[src/inc/sirm_pkg.sv]
// package: constants and types for the supply integrity reset monitor
package sirm_pkg;
  // avalon word addresses (byte address = index * 4)
  localparam logic [3:0] REG_CSR_ADDR = 4'h0;
  localparam logic [3:0] REG_CTRL_ADDR = 4'h1;
  localparam logic [3:0] REG_IRQ_ADDR = 4'h2;
  // control/status bit positions
  localparam int BIT_SRC_SEL = 7;
  localparam int BIT_IRQ_EN = 6;
  localparam int BIT_WARN = 5;
  localparam int BIT_UV_RF = 4;
  localparam int BIT_DOG_RF = 0;
  localparam logic [7:0] CSR_RESET = 8'h00;
  // own control register bits
  localparam int BIT_CPU_MASK = 0;
  localparam int BIT_IRQ_ACK = 1;
  // timing
  localparam int CLK_MHZ = 100;
  localparam int RST_PULSE_NS = 20000;
  localparam int RST_PULSE_CYC = (RST_PULSE_NS * CLK_MHZ + 999) / 1000;
  localparam int DELAY_SHORT = 256;
  localparam int DELAY_LONG = 4096;
  // threshold select from the option byte
  typedef enum logic [1:0] {THR_LOW, THR_MED, THR_HIGH, THR_RSV} sirm_thr_t;
  // option byte settings
  typedef struct packed {
    logic uv_enable;
    logic long_delay;
    sirm_thr_t thr;
  } sirm_opt_t;
endpackage

[src/hw/sirm_top.sv]
// supply integrity reset monitor: reset pin drive, warning detector, status register
`timescale 1ns/1ps
// ----------------------------------------
// ----------------------------------------
module sirm_top
  import sirm_pkg::*;
#(
  parameter int DELAY_LONG_CYC = DELAY_LONG
) (
  input wire logic clk,
  input wire logic nrst,
  // avalon-mm slave
  input wire logic [3:0] avs_address,
  input wire logic avs_read,
  input wire logic avs_write,
  input wire logic [31:0] avs_writedata,
  output logic [31:0] avs_readdata,
  output logic avs_waitrequest,
  // analog comparator outputs, asynchronous
  input wire logic uv_cmp,
  input wire logic warn_supply_cmp,
  input wire logic warn_pin_cmp,
  // watchdog underflow pulse, same clock
  input wire logic dog_underflow,
  // option byte
  input wire sirm_opt_t opt,
  // cpu power modes and interrupt handshake
  input wire logic halt_mode,
  input wire logic wait_mode,
  input wire logic irq_enter,
  // reset pin, open drain
  input wire logic rst_pin_in,
  output logic rst_pin_out,
  output logic rst_pin_oe,
  // outputs
  output sirm_thr_t warn_thr,
  output logic warn_irq,
  output logic wake_req,
  output logic sys_rst_n
);

  // ----------------------------------------
  // synchronisers
  // ----------------------------------------
  logic [2:0] meta_q; // first stage, read only by second
  logic [2:0] sync_q; // second stage
  logic pin_meta_q;
  logic pin_sync_q;

  always_ff @(posedge clk or negedge nrst) begin
    if (!nrst) begin
      meta_q <= 3'h0;
      sync_q <= 3'h0;
      pin_meta_q <= 1'b1;
      pin_sync_q <= 1'b1;
    end else begin
      meta_q <= {warn_pin_cmp, warn_supply_cmp, uv_cmp};
      sync_q <= meta_q;
      pin_meta_q <= rst_pin_in;
      pin_sync_q <= pin_meta_q;
    end
  end

  logic uv_low;
  // undervolt detector only when optioned in
  assign uv_low = sync_q[0] & opt.uv_enable;

  assign warn_thr = opt.thr;

  // ----------------------------------------
  // reset pin and reset delay
  // ----------------------------------------
  logic [15:0] pulse_q; // watchdog pulse remaining
  logic [15:0] delay_q; // post-reset delay remaining
  logic pin_low;

  // watchdog pulse at least minimum width
  always_ff @(posedge clk or negedge nrst) begin
    if (!nrst) begin
      pulse_q <= 16'h0000;
    end else if (dog_underflow) begin
      pulse_q <= 16'(RST_PULSE_CYC);
    end else if (pulse_q != 16'h0000) begin
      pulse_q <= pulse_q - 16'h0001;
    end
  end

  // undervolt drives pin low as long as it lasts
  assign pin_low = uv_low | (pulse_q != 16'h0000);
  assign rst_pin_out = 1'b0;
  assign rst_pin_oe = pin_low;

  // delay restarts whenever the pin is low, from either source
  always_ff @(posedge clk or negedge nrst) begin
    if (!nrst) begin
      delay_q <= 16'h0000;
    end else if (pin_low || !pin_sync_q) begin
      delay_q <= opt.long_delay ? 16'(DELAY_LONG_CYC) : 16'(DELAY_SHORT);
    end else if (delay_q != 16'h0000) begin
      delay_q <= delay_q - 16'h0001;
    end
  end

  logic in_reset;
  assign in_reset = pin_low | !pin_sync_q | (delay_q != 16'h0000);
  assign sys_rst_n = !in_reset;

  // ----------------------------------------
  // warning flag and register
  // ----------------------------------------
  logic src_sel_q; // 0 supply, 1 pin
  logic irq_en_q;
  logic uv_rf_q;
  logic dog_rf_q;
  logic warn_q; // register view of the comparator
  logic cpu_mask_q; // mirror of cpu global mask
  logic pend_q;
  logic warn_raw;
  logic wr_csr;
  logic wr_ctrl;

  assign wr_csr = avs_write && avs_address == REG_CSR_ADDR;
  assign wr_ctrl = avs_write && avs_address == REG_CTRL_ADDR;

  assign warn_raw = opt.uv_enable & (src_sel_q ? sync_q[2] : sync_q[1]);

  // flag tracks comparator; frozen in halt
  always_ff @(posedge clk or negedge nrst) begin
    if (!nrst) begin
      warn_q <= 1'b0;
    end else if (!halt_mode) begin
      warn_q <= warn_raw;
    end
  end

  always_ff @(posedge clk or negedge nrst) begin
    if (!nrst) begin
      src_sel_q <= CSR_RESET[BIT_SRC_SEL];
      irq_en_q <= CSR_RESET[BIT_IRQ_EN];
    end else if (in_reset) begin
      src_sel_q <= CSR_RESET[BIT_SRC_SEL];
      irq_en_q <= CSR_RESET[BIT_IRQ_EN];
    end else if (wr_csr && !halt_mode) begin
      src_sel_q <= avs_writedata[BIT_SRC_SEL];
      irq_en_q <= avs_writedata[BIT_IRQ_EN];
    end
  end

  // undervolt flag, only sw zero clears; set wins
  always_ff @(posedge clk or negedge nrst) begin
    if (!nrst) begin
      uv_rf_q <= CSR_RESET[BIT_UV_RF];
    end else if (uv_low) begin
      uv_rf_q <= 1'b1;
    end else if (wr_csr && !halt_mode && !avs_writedata[BIT_UV_RF]) begin
      uv_rf_q <= 1'b0;
    end
  end

  always_ff @(posedge clk or negedge nrst) begin
    if (!nrst) begin
      dog_rf_q <= CSR_RESET[BIT_DOG_RF];
    end else if (uv_low) begin
      dog_rf_q <= 1'b0;
    end else if (dog_underflow) begin
      dog_rf_q <= 1'b1;
    end else if (wr_csr && !halt_mode && !avs_writedata[BIT_DOG_RF]) begin
      dog_rf_q <= 1'b0;
    end
  end

  // cpu global mask mirror, set at reset like the cpu
  always_ff @(posedge clk or negedge nrst) begin
    if (!nrst) begin
      cpu_mask_q <= 1'b1;
    end else if (in_reset) begin
      cpu_mask_q <= 1'b1;
    end else if (wr_ctrl) begin
      cpu_mask_q <= avs_writedata[BIT_CPU_MASK];
    end
  end

  // ----------------------------------------
  // interrupt pending
  // ----------------------------------------
  logic rise_en;
  logic toggle;
  logic ack;
  // enabling while flag is set raises a request
  assign rise_en = wr_csr && !halt_mode && avs_writedata[BIT_IRQ_EN] && !irq_en_q && warn_q;
  // any change of the flag, both edges
  assign toggle = (warn_raw != warn_q) && !halt_mode && irq_en_q;
  assign ack = irq_enter || (wr_ctrl && avs_writedata[BIT_IRQ_ACK]);

  // cleared at entry, blocked in reset delay; set wins
  always_ff @(posedge clk or negedge nrst) begin
    if (!nrst) begin
      pend_q <= 1'b0;
    end else if (in_reset) begin
      pend_q <= 1'b0;
    end else if (toggle || rise_en) begin
      pend_q <= 1'b1;
    end else if (ack || !irq_en_q) begin
      pend_q <= 1'b0;
    end
  end

  assign warn_irq = pend_q & irq_en_q & !cpu_mask_q;
  // wakes from wait, never from halt
  assign wake_req = pend_q & irq_en_q & wait_mode & !halt_mode;

  // ----------------------------------------
  // avalon read path, one wait state on reads
  // ----------------------------------------
  logic [7:0] csr_view;
  assign csr_view = {src_sel_q, irq_en_q, warn_q, uv_rf_q, 3'h0, dog_rf_q};
  logic rd_done_q; // read answered, waitrequest dropped

  // read answered one cycle after request so readdata stands at the taking edge
  always_ff @(posedge clk or negedge nrst) begin
    if (!nrst) begin
      rd_done_q <= 1'b0;
    end else begin
      rd_done_q <= avs_read && !rd_done_q;
    end
  end

  // writes never wait; reads wait until the data register is loaded
  assign avs_waitrequest = avs_read && !rd_done_q;

  always_ff @(posedge clk or negedge nrst) begin
    if (!nrst) begin
      avs_readdata <= 32'h0000_0000;
    end else if (avs_read && !rd_done_q) begin
      case (avs_address)
        REG_CSR_ADDR: avs_readdata <= {24'h00_0000, csr_view};
        REG_CTRL_ADDR: avs_readdata <= {31'h0000_0000, cpu_mask_q};
        REG_IRQ_ADDR: avs_readdata <= {31'h0000_0000, pend_q};
        default: avs_readdata <= 32'h0000_0000;
      endcase
    end
  end

endmodule

[config.mk]
export PLATFORM = sky130hd
export DESIGN_NAME = sirm_top
export DESIGN_NICKNAME = d
export VERILOG_FILES = /design/src/inc/sirm_pkg.sv /design/src/hw/sirm_top.sv
export SDC_FILE = /design/constraint.sdc
export NUM_CORES = 1
export LEC_CHECK = 0
export ABC_AREA = 1
export BUFFER_PORTS_ARGS = -buffer_cell sky130_fd_sc_hd__buf_2
export CAP_MARGIN = 15
export CORE_MARGIN = 2
export CORE_UTILIZATION = 40
export CTS_BUF_LIST = sky130_fd_sc_hd__clkbuf_4
export DETAILED_ROUTE_END_ITERATION = 16
export PLACE_DENSITY = 0.68
export SETUP_SLACK_MARGIN = 0.2
export SLEW_MARGIN = 15
export SYNTH_ARGS = -nofsm -noshare
export SYNTH_HDL_FRONTEND = slang
export SYNTH_SLANG_ARGS = --single-unit
export TNS_END_PERCENT = 20
[constraint.sdc]
create_clock -name clk -period 3.9 [get_ports clk]
set_input_delay 0.78 -clock clk [delete_from_list [all_inputs] [get_ports clk]]
set_output_delay 0.78 -clock clk [all_outputs]
set_load 0.05 [all_outputs]
After elaboration in Yosys (flattened, before gate mapping) --
Index checks and enable logic that the tools add are counted.
Word-level totals: bits in registers 80, input port bits 52, output and inout port bits 40, logic and storage cells 84
Cells by class: add/sub/neg operators 2, equal/unequal tests 3, multiplexer cells 21, bitwise logic cells 9, reductions and logical operators 34
Operators by type and width (count):
- $mux 16 | 4
- $reduce_bool 16->1 | 2
- $sub 16x1->16 const B | 2
- $pmux 8 s3 | 1
- $mux 1 | 15
- $mux 13 | 1
- $logic_and 1x1->1 | 12
- $reduce_bool 2->1 | 5
- $logic_not 1->1 | 8
- $and 1x1->1 | 6
- $reduce_bool 3->1 | 2
- $eq 4x1->1 const B | 1
- $eq 4x2->1 const B | 1
- $logic_not 4->1 | 1
- $logic_or 1x1->1 | 4
- $or 1x1->1 | 3
- $ne 1x1->1 | 1

Logic depth before layout (Yosys ltp) --
word-level depth 9, gate-level depth with buffers 11

Least setup slack after synthesis --
Ideal clock, no wire load.
kind in2out, from input port avs_read, to output port avs_waitrequest, arrival time 1618 ps, data required time 3120 ps, slack 1502 ps, cell stages on the path 2, path buffers 0, path through inv_1 -> nor2_1
Between the ends: longest elaborated chain between the ends 1
RTL lines:
- start: declaration | RTL line sirm_top.sv:14 | input wire logic avs_read,
- $logic_and 1x1->1 | RTL line sirm_top.sv:229 | assign avs_waitrequest = avs_read && !rd_done_q;
- end: declaration | RTL line sirm_top.sv:18 | output logic avs_waitrequest,
No other way between the ends.

Final worst setup path --
from register pulse_q[0], to output port sys_rst_n
Between the ends: longest elaborated chain between the ends 5
RTL lines:
- start: declaration | RTL line sirm_top.sv:73 | logic [15:0] pulse_q;
- start signal: assignment | RTL line sirm_top.sv:82 | pulse_q <= 16'(RST_PULSE_CYC);
- start signal: assignment | RTL line sirm_top.sv:84 | pulse_q <= pulse_q - 16'h0001;
- $reduce_bool 16->1 | RTL line sirm_top.sv:89 | assign pin_low = uv_low | (pulse_q != 16'h0000);
- $or 1x1->1 | RTL line sirm_top.sv:89
- $or 1x1->1 (2 in a row) | RTL line sirm_top.sv:105 | assign in_reset = pin_low | !pin_sync_q | (delay_q != 16'h0000);
- $logic_not 1->1 | RTL line sirm_top.sv:106 | assign sys_rst_n = !in_reset;
- end: declaration | RTL line sirm_top.sv:39 | output logic sys_rst_n
No other way between the ends.

==> flow_summary.ini <==
[setup_path]
end_kind = output port
cp_max_fo = 10
r2r_slack_ns = 1.87
critical_path_class = reg2out
startpoint_type = flop
arrival_ns = 2.05
cp.required_ns = 3.12

[timing]
fin_worst_skew_ns = 0.0197
whs_ns = 0.344
maxSlewHeadroom_pct = 52.4
rsz0062_at_grt = no
fin_tns_setup_ns = 0
min_period_ns = 2.83
setup_viol = 0
layout_worst_path_cycle_share_pct = 72.6
final_max_slew_viol_count = 0
finalHoldViolations = 0
max_freq_mhz = 353
worstMarginPinSlew_ns = 0.710

[synth]
ys_types = 32
synth-seq-cells = 53
seq_area_frac_synth_pct = 44.8
synth_area_per_cell_um2 = 8.02
synth_area_leaders = dfrtp_1, nand2_1, buf_4
yosysTopAreaCellShare_pct = 42.1
synthCells = 370
yosysTopAreaCell = dfrtp_1
synth.yosys.warnings = 0
synth_area_mm2 = 0.00297

[clock_network]
cts_num_sinks = 53
clock_path_buffers = 2
clock-root-buffer = clkbuf_4
postCtsSetupRepairBufs = 0
worst_skew_pair.late_latency_ns = 0.37
holdBufCountCts = 0
cts_resized = 0
clkTransAtPathRegs_ns = 0.16
cts_tree = done
htreeDepth = 2
numCtsBuffers = 5

[finish]
stdcell_count = 505
final_common_cell = nand2_1
nets = 461
area_growth_pct = 7.96
most-common-layout-cells = nand2_1, nor2_1, dfrtp_1
fillers = 721
drive_above_1_share_pct = 15.5
diodes = 0

[worst_hold_path]
hp-class = reg2reg

[routing]
postRouteAntennaNets = 0
drt_first_iter_violations = 148
wl_per_cell_um = 10.8
drt-total-wl_um = 5430
viasPerCell = 4.56
post-route-drc-count = 0
dr_total_vias = 2303
drt_first_pass_iters = 5

[global_routing]
grt_first_pass_wirelength_um = 9620
antenna_found_initial = 0
grt_max_degree = 32
grt_overflow = 0
grt_usage_pct = 14.3
first_global_vias = 2157

[floorplan]
num_rows = 31
core_mm2 = 0.00721
die_y_um = 90.2
io_pins = 92
dieWidth_um = 90.2
floorplan.die_area_mm2 = 0.00813
start_util_pct = 41.2

[placement]
dp_cells = 497
place.gp.congestion = 0.853
io_buffer_count = 32
hpwlAfterDp_um = 4110

[outcome]
outcome = complete, no violations

[power]
pwr_density_cell_mw_per_mm2 = 334
p_leak_nw = 1.61
power_mw = 1.07
irDropWorstVdd_v = 0.000142

[run]
drv_cap = 0
through the flow:
stage	util, %	worst slack, ns	instance area (um^2)
after floorplan	-	1.50	3070
after global placement	43.3	1.42	3130
after detailed placement	43.3	1.42	3130
final	44.4	1.07	3210
after global routing	44.4	0.889	3210
after CTS	44.4	1.03	3210
synthesized netlist by cell type (all sizes together):
library cell,n
nor3,14
o31ai,3
a211oi,1
ha,4
a21oi,17
nand2,70
inv,49
o21ai,19
and2,1
buf,31
nand4,8
conb,1
nor3b,4
dfrtp,50
dfstp,3
o21a,1
nand3,18
a41oi,1
nor2,61
xor2,11
o21bai,1
clkbuf,1
mux2i,1
report_power, final:
group | internal [mW] | switching (mW) | total, mW
combinational | 0.0388 | 0.139 | 0.178
sequential | 0.570 | 0.0145 | 0.584
clock | 0.142 | 0.167 | 0.309
total | 0.750 | 0.320 | 1.07
critical path, stage by stage (launching register included):
cell and delay (ns):
dfrtp_1 0.38, inv_1 0.12, ha_1 0.18, nand3_1 0.09, nor2_2 0.15, nand2_4 0.12
nor2_4 0.13, nand2_4 0.11, nor2_8 0.12, buf_2 0.27
kinds of logic after synthesis:
kind of cell	Yosys count	share of synthesized area (%)
AND/OR/NAND/NOR	176	27.3
other	1	0.126
buffers and inverters	81	14.2
AO/OA/AOI/OAI	43	8.39
XOR/XNOR	11	3.24
adder cells (fa/ha/maj)	4	1.69
multiplexers	1	0.337
flip-flops	53	44.8
state kept, by name, summed over array words and instances (netlist names), 3 cells and up:
signal,cells
delay_q,16
pulse_q,16
avs_readdata,5
meta_q,3
sync_q,3
final cells by class:
type	count	area (um^2)	share of cell area (%)
Timing Repair Buffer	33	168	5.23
Clock buffer	6	45.0	1.41
Tap cell	99	124	3.86
Inverter	49	184	5.74
Clock inverter	2	35.0	1.09
Multi-Input combinational cell	263	1320	41.2
Sequential cell	53	1330	41.5
metal layers:
layer  GRT usage [%]  part of all wire (%)  vias up  wire length (um)
li1                -                     -     1187                 -
met1            18.6                    47     1057              2570
met2            23.9                    47       55              2550
met3            3.44                   4.6        4               248
met4            4.23                   1.1        0                59
met5               0                     0        -                 0
path summary, 6_finish.rpt:
path                       depth (start not counted)  startpoint         end
hold reg to reg                                    0   meta_q[2]   sync_q[2]
max in group asynchronous                          2        nrst  pin_sync_q
setup / recovery                                   9  pulse_q[0]   sys_rst_n
setup reg to reg                                   8  pulse_q[0]  delay_q[2]
hold / removal                                     0   meta_q[2]   sync_q[2]
min in group asynchronous                          1        nrst      pend_q
Power figures use the tool's default switching activity.
